### src/verilog/ebt_pkg.sv
// package: constants, modes and carrier types of the 8-bit timer core
package ebt_pkg;

   // =========================================
   // counter extremes and reset values
   localparam logic [7:0] EBT_BOTTOM      = 8'h00;
   localparam logic [7:0] EBT_MAX         = 8'hff;
   localparam logic [7:0] EBT_CNT_RST     = 8'h00;
   localparam logic [7:0] EBT_CMP_RST     = 8'h00;
   localparam logic [2:0] EBT_FLAG_RST    = 3'h0;
   localparam logic [2:0] EBT_MASK_RST    = 3'h0;

   // =========================================
   // flag and mask bit positions
   localparam int EBT_BIT_OVF = 0;
   localparam int EBT_BIT_MA  = 1;
   localparam int EBT_BIT_MB  = 2;

   // =========================================
   // prescaler: divider taps, terminal values one below the system clocks per tick
   localparam int           EBT_PRE_W     = 10;
   localparam logic [9:0]   EBT_DIV8      = 10'h007;
   localparam logic [9:0]   EBT_DIV64     = 10'h03f;
   localparam logic [9:0]   EBT_DIV256    = 10'h0ff;
   localparam logic [9:0]   EBT_DIV1024   = 10'h3ff;

   // =========================================
   // tick source selection
   typedef enum logic [2:0] {
      EBT_CS_STOP    = 3'h0,
      EBT_CS_DIV1    = 3'h1,
      EBT_CS_DIV8    = 3'h2,
      EBT_CS_DIV64   = 3'h3,
      EBT_CS_DIV256  = 3'h4,
      EBT_CS_DIV1024 = 3'h5,
      EBT_CS_EXT_FALL = 3'h6,
      EBT_CS_EXT_RISE = 3'h7
   } ebt_cs_t;

   // waveform modes (mode code bit 2, and the clear mode, select compare A as top)
   typedef enum logic [2:0] {
      EBT_WM_NORMAL   = 3'h0,
      EBT_WM_PC_MAX   = 3'h1,
      EBT_WM_CLEAR    = 3'h2,
      EBT_WM_FAST_MAX = 3'h3,
      EBT_WM_RSV4     = 3'h4,
      EBT_WM_PC_A     = 3'h5,
      EBT_WM_RSV6     = 3'h6,
      EBT_WM_FAST_A   = 3'h7
   } ebt_wm_t;

   // compare output action
   typedef enum logic [1:0] {
      EBT_CO_OFF    = 2'h0,
      EBT_CO_TOGGLE = 2'h1,
      EBT_CO_CLEAR  = 2'h2,
      EBT_CO_SET    = 2'h3
   } ebt_co_t;

   // processor write strobes with data
   typedef struct packed {
      logic       cnt_we;
      logic       cmp_a_we;
      logic       cmp_b_we;
      logic       mask_we;
      logic       flag_we;
      logic [7:0] wdata;
   } ebt_wr_t;

   // processor configuration
   typedef struct packed {
      ebt_cs_t    clk_sel;
      ebt_wm_t    wave_mode;
      ebt_co_t    out_mode_a;
      ebt_co_t    out_mode_b;
   } ebt_cfg_t;

endpackage

### src/verilog/ebt_prescaler.sv
// file: tick source selection with prescaler and external edge detection
`timescale 1ns/1ps
module ebt_prescaler (
   input  wire logic           clk_sys_i,
   input  wire logic           rstn_i,
   input  wire ebt_pkg::ebt_cs_t clk_sel_i,
   input  wire logic           ext_count_pin_i,
   output logic                timer_tick_o
);
   import ebt_pkg::*;

   logic [9:0] pre_reg;
   logic [9:0] pre_next;
   logic       ext_s1_reg;
   logic       ext_s2_reg;
   logic       ext_d_reg;
   wire        ext_rise;
   wire        ext_fall;

   // =========================================
   // free-running divider; each tap fires once per wrap of its field
   assign pre_next = pre_reg + 10'h001;
   always_ff @(posedge clk_sys_i) begin
      if (!rstn_i) pre_reg <= 10'h000;
      else         pre_reg <= pre_next;
   end

   // two-stage synchroniser, then edge detect off the second stage only
   always_ff @(posedge clk_sys_i) begin
      if (!rstn_i) begin
         ext_s1_reg <= 1'b0;
         ext_s2_reg <= 1'b0;
         ext_d_reg  <= 1'b0;
      end else begin
         ext_s1_reg <= ext_count_pin_i;
         ext_s2_reg <= ext_s1_reg;
         ext_d_reg  <= ext_s2_reg;
      end
   end
   assign ext_rise = ext_s2_reg & ~ext_d_reg;
   assign ext_fall = ~ext_s2_reg & ext_d_reg;

   // source and edge choice; stop yields no tick at all
   always_comb begin
      case (clk_sel_i)
         EBT_CS_STOP:     timer_tick_o = 1'b0;
         EBT_CS_DIV1:     timer_tick_o = 1'b1;
         EBT_CS_DIV8:     timer_tick_o = (pre_reg[2:0] == EBT_DIV8[2:0]);
         EBT_CS_DIV64:    timer_tick_o = (pre_reg[5:0] == EBT_DIV64[5:0]);
         EBT_CS_DIV256:   timer_tick_o = (pre_reg[7:0] == EBT_DIV256[7:0]);
         EBT_CS_DIV1024:  timer_tick_o = (pre_reg == EBT_DIV1024);
         EBT_CS_EXT_FALL: timer_tick_o = ext_fall;
         EBT_CS_EXT_RISE: timer_tick_o = ext_rise;
         default:         timer_tick_o = 1'b0;
      endcase
   end
endmodule

### src/verilog/ebt_timer.sv
// file: 8-bit timer/counter core with two compare units and pwm
`timescale 1ns/1ps

module ebt_timer (
   input  wire logic              clk_sys_i,
   input  wire logic              rstn_i,
   input  wire ebt_pkg::ebt_wr_t  wr_i,
   input  wire ebt_pkg::ebt_cfg_t cfg_i,
   input  wire logic [2:0]        irq_ack_i,
   input  wire logic              ext_count_pin_i,
   output logic [7:0]             count_value_o,
   output logic [7:0]             compare_value_a_o,
   output logic [7:0]             compare_value_b_o,
   output logic [2:0]             timer_flag_reg_o,
   output logic [2:0]             timer_irq_mask_reg_o,
   output logic [2:0]             irq_req_o,
   output logic                   compare_out_a_o,
   output logic                   compare_out_b_o
);
   import ebt_pkg::*;

   logic [7:0] count_value_reg;
   logic [7:0] count_value_next;
   logic [7:0] buf_a_reg;
   logic [7:0] buf_b_reg;
   logic [7:0] act_a_reg;
   logic [7:0] act_b_reg;
   logic [2:0] flag_reg;
   logic [2:0] flag_next;
   logic [2:0] mask_reg;
   logic       dir_down_reg;
   logic       dir_down_next;
   logic       oc_a_reg;
   logic       oc_b_reg;
   logic       oc_a_next;
   logic       oc_b_next;
   logic       blk_reg;
   logic       pend_a_reg;
   logic       pend_b_reg;
   logic       pend_ovf_reg;
   wire        timer_tick;

   // =========================================
   // tick source
   ebt_prescaler u_pre (
      .clk_sys_i       (clk_sys_i),
      .rstn_i          (rstn_i),
      .clk_sel_i       (cfg_i.clk_sel),
      .ext_count_pin_i (ext_count_pin_i),
      .timer_tick_o    (timer_tick)
   );

   // =========================================
   // mode decode
   wire is_pc    = (cfg_i.wave_mode == EBT_WM_PC_MAX) | (cfg_i.wave_mode == EBT_WM_PC_A);
   wire is_fast  = (cfg_i.wave_mode == EBT_WM_FAST_MAX) | (cfg_i.wave_mode == EBT_WM_FAST_A);
   wire is_clear = (cfg_i.wave_mode == EBT_WM_CLEAR);
   wire is_pwm   = is_pc | is_fast;
   wire top_is_a = is_clear | cfg_i.wave_mode[2];
   wire [7:0] top_val = top_is_a ? act_a_reg : EBT_MAX;
   wire at_bottom = (count_value_reg == EBT_BOTTOM);
   wire at_max    = (count_value_reg == EBT_MAX);
   wire at_top    = (count_value_reg == top_val);

   // comparators run every cycle on the active stage
   wire match_a = (count_value_reg == act_a_reg);
   wire match_b = (count_value_reg == act_b_reg);

   // =========================================
   // counter next value: write first, then clear, then count
   always_comb begin
      count_value_next = count_value_reg;
      dir_down_next    = dir_down_reg;
      if (wr_i.cnt_we) begin
         count_value_next = wr_i.wdata;
      end else if (timer_tick) begin
         if (is_pc) begin
            // dual slope: turn at top and bottom
            if (!dir_down_reg && at_top) begin
               dir_down_next    = 1'b1;
               count_value_next = count_value_reg - 8'h01;
            end else if (dir_down_reg && at_bottom) begin
               dir_down_next    = 1'b0;
               count_value_next = count_value_reg + 8'h01;
            end else if (dir_down_reg) begin
               count_value_next = count_value_reg - 8'h01;
            end else begin
               count_value_next = count_value_reg + 8'h01;
            end
         end else if ((is_clear | is_fast) && at_top) begin
            count_value_next = EBT_BOTTOM;
            dir_down_next    = 1'b0;
         end else begin
            count_value_next = count_value_reg + 8'h01;
            dir_down_next    = 1'b0;
         end
      end
   end

   // overflow event: max in normal/clear, top in fast, bottom turn in phase correct
   wire ovf_evt = timer_tick & ~wr_i.cnt_we &
                  (is_pc ? (dir_down_reg & at_bottom) : (is_fast ? at_top : at_max));

   // =========================================
   // counter, direction and match-blocking state
   always_ff @(posedge clk_sys_i) begin
      if (!rstn_i) begin
         count_value_reg <= EBT_CNT_RST;
         dir_down_reg    <= 1'b0;
         blk_reg         <= 1'b0;
      end else begin
         count_value_reg <= count_value_next;
         dir_down_reg    <= dir_down_next;
         // a count write hides matches until the next tick has passed
         if (wr_i.cnt_we)     blk_reg <= 1'b1;
         else if (timer_tick) blk_reg <= 1'b0;
      end
   end

   // =========================================
   // compare buffers: pwm modes load active stage at top or bottom
   wire upd_pt = timer_tick & (is_pc ? at_top : at_bottom);
   always_ff @(posedge clk_sys_i) begin
      if (!rstn_i) begin
         buf_a_reg <= EBT_CMP_RST;
         buf_b_reg <= EBT_CMP_RST;
         act_a_reg <= EBT_CMP_RST;
         act_b_reg <= EBT_CMP_RST;
      end else begin
         if (wr_i.cmp_a_we) buf_a_reg <= wr_i.wdata;
         if (wr_i.cmp_b_we) buf_b_reg <= wr_i.wdata;
         if (!is_pwm) begin
            // direct access; odd pulses are harmless outside pwm
            if (wr_i.cmp_a_we) act_a_reg <= wr_i.wdata;
            if (wr_i.cmp_b_we) act_b_reg <= wr_i.wdata;
         end else if (upd_pt) begin
            act_a_reg <= buf_a_reg;
            act_b_reg <= buf_b_reg;
         end
      end
   end

   // =========================================
   // match latched, flag set on the following tick
   always_ff @(posedge clk_sys_i) begin
      if (!rstn_i) begin
         pend_a_reg   <= 1'b0;
         pend_b_reg   <= 1'b0;
         pend_ovf_reg <= 1'b0;
      end else begin
         if (timer_tick) begin
            pend_a_reg <= 1'b0;
            pend_b_reg <= 1'b0;
         end
         if (match_a & ~blk_reg & ~wr_i.cnt_we) pend_a_reg <= 1'b1;
         if (match_b & ~blk_reg & ~wr_i.cnt_we) pend_b_reg <= 1'b1;
         pend_ovf_reg <= ovf_evt;
      end
   end

   wire set_a = pend_a_reg & timer_tick;
   wire set_b = pend_b_reg & timer_tick;
   wire [2:0] set_vec = {set_b, set_a, pend_ovf_reg};
   wire [2:0] clr_vec = irq_ack_i | ({3{wr_i.flag_we}} & wr_i.wdata[2:0]);

   // set beats clear so no event is lost in a clearing cycle
   assign flag_next = (flag_reg & ~clr_vec) | set_vec;
   always_ff @(posedge clk_sys_i) begin
      if (!rstn_i) begin
         flag_reg <= EBT_FLAG_RST;
         mask_reg <= EBT_MASK_RST;
      end else begin
         flag_reg <= flag_next;
         if (wr_i.mask_we) mask_reg <= wr_i.wdata[2:0];
      end
   end

   // =========================================
   // waveform generator
   function automatic logic wave_act(input ebt_co_t m, input logic cur, input logic pc_mode,
                                     input logic fast_mode, input logic down);
      logic r;
      r = cur;
      case (m)
         EBT_CO_OFF:    r = cur;
         EBT_CO_TOGGLE: r = (pc_mode | fast_mode) ? cur : ~cur;
         EBT_CO_CLEAR:  r = pc_mode ? down : 1'b0;
         EBT_CO_SET:    r = pc_mode ? ~down : 1'b1;
         default:       r = cur;
      endcase
      return r;
   endfunction

   // fast pwm sets/clears the opposite level at bottom
   always_comb begin
      oc_a_next = oc_a_reg;
      oc_b_next = oc_b_reg;
      if (set_a) oc_a_next = wave_act(cfg_i.out_mode_a, oc_a_reg, is_pc, is_fast, dir_down_reg);
      else if (is_fast && timer_tick && at_bottom && cfg_i.out_mode_a[1])
         oc_a_next = ~cfg_i.out_mode_a[0];
      if (set_b) oc_b_next = wave_act(cfg_i.out_mode_b, oc_b_reg, is_pc, is_fast, dir_down_reg);
      else if (is_fast && timer_tick && at_bottom && cfg_i.out_mode_b[1])
         oc_b_next = ~cfg_i.out_mode_b[0];
   end

   always_ff @(posedge clk_sys_i) begin
      if (!rstn_i) begin
         oc_a_reg <= 1'b0;
         oc_b_reg <= 1'b0;
      end else begin
         oc_a_reg <= oc_a_next;
         oc_b_reg <= oc_b_next;
      end
   end

   // =========================================
   // outputs
   assign count_value_o        = count_value_reg;
   assign compare_value_a_o    = is_pwm ? buf_a_reg : act_a_reg;
   assign compare_value_b_o    = is_pwm ? buf_b_reg : act_b_reg;
   assign timer_flag_reg_o     = flag_reg;
   assign timer_irq_mask_reg_o = mask_reg;
   assign irq_req_o            = flag_reg & mask_reg;
   assign compare_out_a_o      = oc_a_reg;
   assign compare_out_b_o      = oc_b_reg;

   // =========================================
   // assertions
   a_write_priority: assert property (@(posedge clk_sys_i) disable iff (!rstn_i)
      wr_i.cnt_we |=> count_value_reg == $past(wr_i.wdata)) else $error("count write lost");
   a_stopped_hold: assert property (@(posedge clk_sys_i) disable iff (!rstn_i)
      (cfg_i.clk_sel == EBT_CS_STOP && !wr_i.cnt_we) |=> $stable(count_value_reg))
      else $error("counter moved while stopped");
   a_irq_gate: assert property (@(posedge clk_sys_i) disable iff (!rstn_i)
      irq_req_o == (timer_flag_reg_o & timer_irq_mask_reg_o)) else $error("irq gating wrong");
   a_flag_a_set: assert property (@(posedge clk_sys_i) disable iff (!rstn_i)
      set_a |=> flag_reg[EBT_BIT_MA]) else $error("match a flag not set");
   a_flag_b_set: assert property (@(posedge clk_sys_i) disable iff (!rstn_i)
      (timer_tick && pend_b_reg) |=> flag_reg[EBT_BIT_MB]) else $error("match b flag not set");
   a_flag_clear: assert property (@(posedge clk_sys_i) disable iff (!rstn_i)
      (irq_ack_i[EBT_BIT_OVF] && !pend_ovf_reg) |=> !flag_reg[EBT_BIT_OVF]) else $error("flag not cleared");
   a_clear_wrap: assert property (@(posedge clk_sys_i) disable iff (!rstn_i)
      (is_clear && timer_tick && at_top && !wr_i.cnt_we) |=> count_value_reg == EBT_BOTTOM)
      else $error("no clear at top");
   a_direct_cmp: assert property (@(posedge clk_sys_i) disable iff (!rstn_i)
      (!is_pwm && wr_i.cmp_a_we) |=> act_a_reg == $past(wr_i.wdata)) else $error("direct write missing");
   a_pc_down: assert property (@(posedge clk_sys_i) disable iff (!rstn_i)
      (is_pc && timer_tick && dir_down_reg && !at_bottom && !wr_i.cnt_we)
      |=> count_value_reg == $past(count_value_reg) - 8'h01) else $error("down count wrong");
   c_ovf: cover property (@(posedge clk_sys_i) ovf_evt);
   c_match_a: cover property (@(posedge clk_sys_i) set_a);
   c_pc_turn: cover property (@(posedge clk_sys_i) is_pc && timer_tick && at_top);
   c_ext: cover property (@(posedge clk_sys_i) cfg_i.clk_sel == EBT_CS_EXT_RISE && timer_tick);
   c_ctc_wrap: cover property (@(posedge clk_sys_i) is_clear && timer_tick && at_top);

   // =========================================
   // flag and mask invariants
   a_ovf_flag_set: assert property (@(posedge clk_sys_i) disable iff (!rstn_i)
      pend_ovf_reg |=> flag_reg[EBT_BIT_OVF]) else $error("overflow flag not set");
   a_ovf_rise_src: assert property (@(posedge clk_sys_i) disable iff (!rstn_i)
      $rose(flag_reg[EBT_BIT_OVF]) |-> $past(pend_ovf_reg)) else $error("overflow flag without event");
   a_flag_a_rise: assert property (@(posedge clk_sys_i) disable iff (!rstn_i)
      $rose(flag_reg[EBT_BIT_MA]) |-> $past(set_a)) else $error("match a flag without tick");
   a_flag_b_rise: assert property (@(posedge clk_sys_i) disable iff (!rstn_i)
      $rose(flag_reg[EBT_BIT_MB]) |-> $past(set_b)) else $error("match b flag without tick");
   a_flag_a_clear: assert property (@(posedge clk_sys_i) disable iff (!rstn_i)
      (irq_ack_i[EBT_BIT_MA] && !set_a) |=> !flag_reg[EBT_BIT_MA]) else $error("flag a not cleared");
   a_flag_b_wclr: assert property (@(posedge clk_sys_i) disable iff (!rstn_i)
      (wr_i.flag_we && wr_i.wdata[EBT_BIT_MB] && !set_b) |=> !flag_reg[EBT_BIT_MB])
      else $error("flag b write clear lost");
   a_flag_hold: assert property (@(posedge clk_sys_i) disable iff (!rstn_i)
      (set_vec == 3'h0 && clr_vec == 3'h0) |=> $stable(flag_reg)) else $error("flag moved idle");
   a_mask_write: assert property (@(posedge clk_sys_i) disable iff (!rstn_i)
      wr_i.mask_we |=> mask_reg == $past(wr_i.wdata[2:0])) else $error("mask write lost");
   a_mask_hold: assert property (@(posedge clk_sys_i) disable iff (!rstn_i)
      !wr_i.mask_we |=> $stable(mask_reg)) else $error("mask moved without write");

   // =========================================
   // compare stage invariants
   // the active stage may only move at the update point in pwm modes
   a_buf_hold_pwm: assert property (@(posedge clk_sys_i) disable iff (!rstn_i)
      (is_pwm && !upd_pt) |=> $stable(act_a_reg) && $stable(act_b_reg)) else $error("active moved mid-period");
   a_buf_load: assert property (@(posedge clk_sys_i) disable iff (!rstn_i)
      (is_pwm && upd_pt) |=> act_a_reg == $past(buf_a_reg) && act_b_reg == $past(buf_b_reg))
      else $error("buffer not loaded");
   a_buf_write: assert property (@(posedge clk_sys_i) disable iff (!rstn_i)
      wr_i.cmp_b_we |=> buf_b_reg == $past(wr_i.wdata)) else $error("buffer b write lost");
   a_direct_cmp_b: assert property (@(posedge clk_sys_i) disable iff (!rstn_i)
      (!is_pwm && wr_i.cmp_b_we) |=> act_b_reg == $past(wr_i.wdata)) else $error("direct b write missing");

   // =========================================
   // counter and tick invariants
   a_stop_no_tick: assert property (@(posedge clk_sys_i) disable iff (!rstn_i)
      cfg_i.clk_sel == EBT_CS_STOP |-> !timer_tick) else $error("tick while stopped");
   a_div1_tick: assert property (@(posedge clk_sys_i) disable iff (!rstn_i)
      cfg_i.clk_sel == EBT_CS_DIV1 |-> timer_tick) else $error("no tick at full rate");
   a_no_tick_hold: assert property (@(posedge clk_sys_i) disable iff (!rstn_i)
      (!timer_tick && !wr_i.cnt_we) |=> $stable(count_value_reg)) else $error("count moved without tick");
   a_up_count: assert property (@(posedge clk_sys_i) disable iff (!rstn_i)
      (timer_tick && !is_pc && !wr_i.cnt_we && !((is_clear | is_fast) && at_top))
      |=> count_value_reg == $past(count_value_reg) + 8'h01) else $error("up count wrong");
   a_pc_turn_top: assert property (@(posedge clk_sys_i) disable iff (!rstn_i)
      (is_pc && timer_tick && !dir_down_reg && at_top && !wr_i.cnt_we) |=> dir_down_reg)
      else $error("no turn at top");
   a_pc_turn_bot: assert property (@(posedge clk_sys_i) disable iff (!rstn_i)
      (is_pc && timer_tick && dir_down_reg && at_bottom && !wr_i.cnt_we)
      |=> !dir_down_reg && count_value_reg == 8'h01) else $error("no turn at bottom");
   a_fast_wrap: assert property (@(posedge clk_sys_i) disable iff (!rstn_i)
      (is_fast && timer_tick && at_top && !wr_i.cnt_we) |=> count_value_reg == EBT_BOTTOM)
      else $error("fast pwm did not wrap");

   // =========================================
   // waveform outputs only move on a set or a tick
   a_out_a_hold: assert property (@(posedge clk_sys_i) disable iff (!rstn_i)
      (!set_a && !timer_tick) |=> $stable(oc_a_reg)) else $error("output a moved idle");
   a_out_b_hold: assert property (@(posedge clk_sys_i) disable iff (!rstn_i)
      (!set_b && !timer_tick) |=> $stable(oc_b_reg)) else $error("output b moved idle");
endmodule

### config.mk
export PLATFORM = sky130hd
export DESIGN_NAME = ebt_timer
export DESIGN_NICKNAME = d
export VERILOG_FILES = /design/src/verilog/ebt_pkg.sv /design/src/verilog/ebt_prescaler.sv /design/src/verilog/ebt_timer.sv
export SDC_FILE = /design/constraint.sdc
export NUM_CORES = 1
export LEC_CHECK = 0
export BUFFER_PORTS_ARGS = -buffer_cell sky130_fd_sc_hd__buf_2
export CAP_MARGIN = 5
export CORE_ASPECT_RATIO = 0.7
export CORE_MARGIN = 2
export CORE_UTILIZATION = 41
export DETAILED_ROUTE_END_ITERATION = 8
export GPL_TIMING_DRIVEN = 0
export PLACE_DENSITY_LB_ADDON = 0.15
export SETUP_SLACK_MARGIN = 0.1
export SLEW_MARGIN = 0
export SYNTH_ARGS = -nofsm -noshare
export SYNTH_HDL_FRONTEND = slang
export SYNTH_SLANG_ARGS = --single-unit
### constraint.sdc
create_clock -name clk_sys_i -period 5.5 [get_ports clk_sys_i]
set_input_delay 1.1 -clock clk_sys_i [delete_from_list [all_inputs] [get_ports clk_sys_i]]
set_output_delay 1.1 -clock clk_sys_i [all_outputs]
set_load 0.005 [all_outputs]
==> impl_metrics.py, run 1 <==
metrics = {
    "outcome": {
        "status": "complete, no violations",
    },
    "drt": {
        "drt-initial-drc-count": 467,
        "drc": 0,
        "num_vias": 3784,
        "ant_nets": 0,
        "drt_pass1_iterations": 5,
        "routed_wl_um": 12100,
        "via_per_inst": 5.725,
        "wl_per_cell_um": 18.30,
    },
    "clocking": {
        "clk_latency_ns": 0.34,
        "cts.sinks": 66,
        "tritoncts.num_buffers": 9,
        "htree_levels": 3,
        "hold_buffers": 0,
        "clk_path_buf_depth": 2,
        "cts_tree": "done",
        "clk_pin_slew_ns": 0.05,
        "post_cts_buffers": 0,
        "cts-resized-gates": 0,
        "clock-root-buffer": "clkbuf_16",
    },
    "layout": {
        "final_cell_count_no_fill": 661,
        "layout-drive-gt1-share_pct": 19.37,
        "diodes": 0,
        "area_growth_pct": 19.89,
        "finish.net_count": 566,
        "largest_reg_flops": 10,
    },
    "hold_path": {
        "hp-start": "u_pre.ext_s1_reg",
        "hold_end": "u_pre.ext_s2_reg",
        "holdPathStages": 1,
        "hp-class": "reg2reg",
    },
    "sta": {
        "slew-limit-headroom_pct": 44.93,
        "fin_ws_ns": 1.806,
        "fin_skew_ns": 0.008864,
        "setup-violations-final": 0,
        "setup_tns_ns": 0,
        "drv_slew": 0,
        "worstMarginPinSlew_ns": 0.8260,
        "maxClockFrequency_mhz": 270.7,
        "rsz0062_at_grt": "false",
        "hold_viol": 0,
        "fin_crit_ns": 3.694,
        "period_share_pct": 67.16,
    },
    "place": {
        "io_buffers": 60,
        "dp_hpwl_um": 8922,
        "gp_congestion": 0.8846,
        "dp_worst_setup_slack_ns": 1.890,
        "dpl.cell_count": 645,
    },
    "logic_synthesis": {
        "synth_area_per_cell_um2": 8.267,
        "ys_top_cells_by_area": "dfxtp_1 (35%), mux2i_1 (6.8%), o311a_1 (4.5%)",
        "synth_cell_types": 65,
        "ys_seq_area_share_pct": 34.67,
        "synth_edf_count": 0,
        "yosysWarningCount": 0,
        "synth-async-reset-ratio_pct": 0,
        "synth_top_cell_area_share_pct": 34.67,
        "synth_seq_cells": 66,
        "synth_top_area_cell": "dfxtp_1",
        "synth_flop_cell": "dfxtp_1",
        "syn_area_um2": 3811,
        "synth_fp_nets": 495,
        "netlist_instances": 461,
    },
    "global_route": {
        "grt_max_degree": 13,
        "antenna_found_initial": 0,
        "grt_pass1_wl_um": 18960,
        "grt_use_total_pct": 24.62,
        "first_global_vias": 3463,
        "grt_overflow": 0,
    },
    "setup_path": {
        "r2r_cells": 7,
        "cp_cell_sequence": "buf_2, clkbuf_1, buf_1, nand2_1, o21ai_0, buf_2",
        "crit_path_end_kind": "output pin",
        "cp_common_cell": "buf_2",
        "crit_fanout": 10,
        "rr_endpoint": "pend_ovf_reg",
        "slowest_stage": "clkbuf_1",
        "crit_arrival_ns": 2.59,
        "critPathMaxStageDelay_ns": 0.40,
        "cp-start-kind": "primary input",
        "path_class": "in2out",
        "crit_required_ns": 4.40,
        "r2r_slack_ns": 2.64,
        "r2r-start": "count_value_o[6]",
    },
    "floorplanning": {
        "die_h_um": 84.67,
        "num_rows": 29,
        "chipWidth_um": 119.2,
        "ios": 64,
        "core_area_um2": 9035,
        "dieArea_um2": 10100,
        "initial_utilization_pct": 42.18,
    },
    "power_and_ir_drop": {
        "total_power_mw": 1.338,
        "ir_worst_vdd_mv": 0.1690,
        "p_leak_nw": 1.958,
        "powerDensity_nw_per_um2": 292.8,
    },
    "job": {
        "cap_viol_max_count": 0,
    },
}
## worst max-delay path by stage
stage / startpoint / endpoint / slack (ns) / depth (start not counted)
after floorplan: cfg_i[4] / compare_value_a_o[0] / 2.58 / 4
after global placement: cfg_i[4] / compare_value_a_o[2] / 1.87 / 6
after detailed placement: cfg_i[4] / compare_value_a_o[6] / 1.89 / 6
after CTS: cfg_i[4] / compare_value_a_o[6] / 1.88 / 6
after global routing: cfg_i[4] / compare_value_a_o[2] / 1.71 / 6
final: cfg_i[4] / compare_value_a_o[6] / 1.81 / 6
## critical path, delay by kind of cell
family / cells / cell delay (ns)
simple gates: 1 / 0.20
compound gates: 1 / 0.16
buf+inv: 4 / 1.13
## per-stage QoR
step | hold slack [ns] | utilization [%] | cell area, um^2
floorplan | 0.4119 | - | 3811
global placement | 0.4147 | 47.22 | 4267
detailed placement | 0.4267 | 47.22 | 4267
CTS | 0.4381 | 50.57 | 4569
global route | 0.4585 | 50.57 | 4569
finish | 0.4333 | 50.57 | 4569
## synth_stat cells (2+ instances only)
master      n
a211oi_1    2
a21boi_0    2
a21o_1      2
a21oi_1    20
a31oi_1     4
a32oi_1     2
a41oi_1     2
and2_1      9
and3_1      2
and3_4      2
buf_1       4
buf_2       6
buf_4       4
buf_6       4
clkbuf_1   15
dfxtp_1    66
ha_1        5
inv_1      28
mux2i_1    26
nand2_1    45
nand2b_1    3
nand3_1    10
nand3b_1    5
nand4_1     6
nor2_1     40
nor2b_1    10
nor3_1      8
nor4_1      2
o211ai_1   17
o21a_1      3
o21ai_0    32
o22ai_1     4
o2bb2ai_1   3
o311a_1    17
or2_2       2
or4_1       2
xnor2_1    10
xor2_1     10
## per-layer routing
layer | wire length, um | track usage (%) | up-vias
li1 | - | - | 1789
met1 | 5641 | 35.99 | 1763
met2 | 4847 | 34.54 | 208
met3 | 1368 | 7.677 | 24
met4 | 242 | 7.035 | 0
met5 | 0 | 0 | -
## cell usage in the layout (no fill, tap or decap), types with 4 or more instances in the layout
cell,netlist,layout
o311a_1,17,17
a31oi_1,4,4
ha_1,5,5
buf_4,4,4
mux2i_1,26,26
nor3_1,8,8
clkbuf_1,15,15
a21oi_1,20,20
buf_1,4,4
nand3_1,10,10
nand2_1,45,45
xnor2_1,10,10
inv_1,28,28
clkbuf_16,0,9
nand3b_1,5,5
nand4_1,6,6
and2_1,9,9
buf_6,4,4
dfxtp_1,66,66
o21ai_0,32,32
o22ai_1,4,4
buf_2,6,66
nor2_1,40,40
nor2b_1,10,10
o211ai_1,17,17
xor2_1,10,10
## cell families after synthesis
group / share of synthesized area (%)
AND/OR/NAND/NOR: 20.42
multiplexers: 7.124
flip-flops: 34.67
AO/OA/AOI/OAI: 24.06
buffers and inverters: 7.485
XOR/XNOR: 4.596
adder cells (fa/ha/maj): 1.641
## power by group
| group | total [mW] | switching, mW | internal (mW) |
|---|---|---|---|
| sequential | 0.527 | 0.0219 | 0.505 |
| clock | 0.580 | 0.217 | 0.362 |
| combinational | 0.231 | 0.138 | 0.0936 |
## layout make-up
class | instances | area (um^2)
plain buffers | 33 | 176.4
flip-flops and latches | 66 | 1321
fillers | 891 | 4466
inverters | 29 | 108.9
repair buffers | 60 | 300.3
well taps | 124 | 155.1
multi-input cells | 333 | 2205
clock inverters | 6 | 63.81
clock buffers | 10 | 239.0
No activity file was read; power rests on OpenSTA's default activity.
==> run 2, diff against run 1 <==
--- a/config.mk
+++ b/config.mk
@@ -5,6 +5,7 @@
 export SDC_FILE = /design/constraint.sdc
 export NUM_CORES = 1
 export LEC_CHECK = 0
+export ABC_AREA = 1
 export BUFFER_PORTS_ARGS = -buffer_cell sky130_fd_sc_hd__buf_2
 export CAP_MARGIN = 5
 export CORE_ASPECT_RATIO = 0.7
==> constraint.sdc (replaced) <==
create_clock -name clk_sys_i -period 3.2 [get_ports clk_sys_i]
set_input_delay 0.64 -clock clk_sys_i [delete_from_list [all_inputs] [get_ports clk_sys_i]]
set_output_delay 0.64 -clock clk_sys_i [all_outputs]
set_load 0.005 [all_outputs]
==> run 2 against run 1 <==
Effect of this change: register-to-register slack worse by 1.6 ns; cell area increased by 0.49%; clock power up 86%; synthesized area down 0.39%; clock-buffer cell count is 2 higher; flip-flop and latch count is the same; power is 81% higher; worst setup slack worse by 0.91 ns; critical path type unchanged; largest cell class unchanged.
==> impl_metrics.py, run 2 <==
metrics = {
    "logic_synthesis": {
        "synth_seq_cells": 66,
        "ys_top_cells_by_area": "dfxtp_1 (35%), nand2_1 (14%), o21ai_0 (10%)",
        "synth_edf_count": 0,
        "synth_fp_nets": 626,
        "yosys.cell_count.top_type": "nand2_1",
        "synth-async-reset-ratio_pct": 0,
        "synth_flop_cell": "dfxtp_1",
        "ys_seq_area_share_pct": 34.81,
        "synth_area_per_cell_um2": 6.412,
        "syn_area_um2": 3796,
        "netlist_instances": 592,
        "synth_top_area_cell": "dfxtp_1",
        "yosysWarningCount": 0,
        "synth_top_cell_area_share_pct": 34.81,
        "synth_cell_types": 35,
        "synth_common_cells": "nand2_1 (140), o21ai_0 (76), inv_1 (71)",
    },
    "power_and_ir_drop": {
        "internal-power_mw": 1.743,
        "swShare_pct": 27.90,
        "power.switching_uw": 674.4,
        "combinationalPowerShare_pct": 17.3,
        "p_seq_share_pct": 37.9,
        "powerDensity_nw_per_um2": 526.4,
        "ir_worst_vdd_mv": 0.3014,
        "power_frac_clock_pct": 44.8,
        "p_leak_nw": 2.216,
    },
    "place": {
        "dp_hpwl_um": 9128,
        "placed_area_um2": 4262,
        "dpl.cell_count": 778,
        "io_buffers": 62,
        "gp_congestion": 0.9727,
        "dp_worst_setup_slack_ns": 0.9193,
    },
    "layout": {
        "layout-drive-gt1-share_pct": 16.12,
        "layout_common_cells": "nand2_1 (140), o21ai_0 (76), inv_1 (71)",
        "area_growth_pct": 20.96,
        "mostFrequentLayoutCell": "nand2_1",
        "diodes": 0,
        "final_cell_count_no_fill": 794,
        "final_area_um2": 4592,
        "largest_reg_flops": 10,
        "finish.net_count": 699,
    },
    "hold_path": {
        "hp-start": "u_pre.ext_s1_reg",
        "hold_end": "u_pre.ext_s2_reg",
        "hp-class": "reg2reg",
        "holdPathStages": 2,
    },
    "clocking": {
        "clk_pin_slew_ns": 0.05,
        "post_cts_buffers": 0,
        "tritoncts.num_buffers": 9,
        "hold_buffers": 0,
        "clk_latency_ns": 0.34,
        "cts_tree": "done",
        "clk_path_buf_depth": 2,
        "cts.sinks": 66,
        "cts-resized-gates": 0,
        "clock-root-buffer": "clkbuf_16",
        "htree_levels": 3,
    },
    "global_route": {
        "first_global_vias": 3853,
        "grt_max_degree": 12,
        "antenna_found_initial": 0,
        "grt_use_total_pct": 24.48,
        "grt_overflow": 0,
        "grt_pass1_wl_um": 19330,
    },
    "setup_path": {
        "rr_endpoint": "act_b_reg[5]",
        "r2r_slack_ns": 1.03,
        "crit_path_end_kind": "output pin",
        "r2r_cells": 12,
        "r2r-start": "u_pre.pre_reg[0]",
        "critPathMaxStageDelay_ns": 0.42,
        "crit_required_ns": 2.56,
        "crit_arrival_ns": 1.67,
        "cp_cell_sequence": "buf_2, clkbuf_1, nand2_1, o21ai_0, buf_2",
        "crit_fanout": 10,
        "path_class": "in2out",
        "cp_common_cell": "buf_2",
        "cp-start-kind": "primary input",
        "slowest_stage": "clkbuf_1",
    },
    "floorplanning": {
        "num_rows": 29,
        "dieArea_um2": 10060,
        "initial_utilization_pct": 42.02,
        "core_area_um2": 9035,
        "ios": 64,
        "chipWidth_um": 119.0,
        "die_h_um": 84.51,
    },
    "sta": {
        "rsz0062_at_grt": "false",
        "worstMarginPinSlew_ns": 0.5564,
        "drv_slew": 0,
        "hold_viol": 0,
        "setup_tns_ns": 0,
        "fin_crit_ns": 2.307,
        "fin_ws_ns": 0.8935,
        "fin_skew_ns": 0.006087,
        "period_share_pct": 72.08,
        "maxClockFrequency_mhz": 433.6,
        "setup-violations-final": 0,
        "slew-limit-headroom_pct": 62.91,
    },
    "drt": {
        "drt-initial-drc-count": 469,
        "routed_wl_um": 11850,
        "wl_per_cell_um": 14.92,
        "num_vias": 4209,
        "ant_nets": 0,
        "via_per_inst": 5.301,
        "drc": 0,
        "drt_pass1_iterations": 5,
    },
    "outcome": {
        "status": "complete, no violations",
    },
    "job": {
        "cap_viol_max_count": 0,
    },
}
## run 2: cell count changes after synthesis, moves of 13 or more
cell	change
o21ai_0	+44
mux2i_1	-26
a21oi_1	+23
nand2_1	+95
nor2_1	+17
inv_1	+43
o211ai_1	-13
o311a_1	-17
nand3_1	+34
## run 2: worst max path at each step
stage                     startpoint                    to  slack [ns]  cells past startpoint
after CTS                   cfg_i[4]  compare_value_b_o[1]        0.92                      5
after global routing        cfg_i[4]  compare_value_a_o[2]        0.77                      5
after global placement      cfg_i[4]  compare_value_b_o[1]        0.90                      5
final                       cfg_i[4]  compare_value_b_o[3]        0.89                      5
after floorplan             cfg_i[4]          act_a_reg[0]        1.30                     15
after detailed placement    cfg_i[4]  compare_value_b_o[1]        0.92                      5
## run 2: power by group through the flow
| stage | combinational, mW | sequential, mW | clock [mW] |
|---|---|---|---|
| 2_1_floorplan | 0.274 | 0.920 | 0 |
| 3_3_place_gp | 0.400 | 0.931 | 0 |
| 3_5_place_dp | 0.408 | 0.933 | 0 |
| 4_1_cts | 0.411 | 0.915 | 1.11 |
| 5_1_grt | 0.471 | 0.923 | 1.14 |
| 6_report | 0.418 | 0.917 | 1.08 |
## run 2: through the flow
step / hold WS (ns) / total power [mW] / utilization [%]
global placement: 0.3928 / 1.331 / 47.17
finish: 0.4137 / 2.417 / 50.82
floorplan: 0.3905 / 1.195 / -
global route: 0.4553 / 2.538 / 50.82
CTS: 0.4181 / 2.437 / 50.82
detailed placement: 0.4042 / 1.341 / 47.17
## run 2: layout make-up
type / instances / area [um^2]
repair buffers: 62 / 310.3
inverters: 79 / 296.5
fillers: 925 / 4443
plain buffers: 19 / 87.58
clock inverters: 4 / 73.82
flip-flops and latches: 66 / 1321
well taps: 124 / 155.1
clock buffers: 12 / 256.5
multi-input cells: 428 / 2091
## run 2: logic make-up after synthesis
logic type,count (synthesis),synth area share [%]
adder cells (fa/ha/maj),5,1.648
buffers and inverters,98,10.12
AO/OA/AOI/OAI,141,19.55
flip-flops,66,34.81
XOR/XNOR,13,2.999
AND/OR/NAND/NOR,269,30.88
## run 2: worst max-delay path, delay by kind of cell
family                 cells  cell delay (ns)
buffers and inverters      3             0.77
AO/OA/AOI/OAI              1             0.11
AND/OR/NAND/NOR            1             0.14
## run 2: per-layer routing
metal,GRT usage (%),share of wire [%],vias to the layer above
met4,6.602,1.5,0
met2,34.90,40,197
li1,-,-,2071
met1,36.28,49,1920
met5,0,0,-
met3,6.386,9.3,21
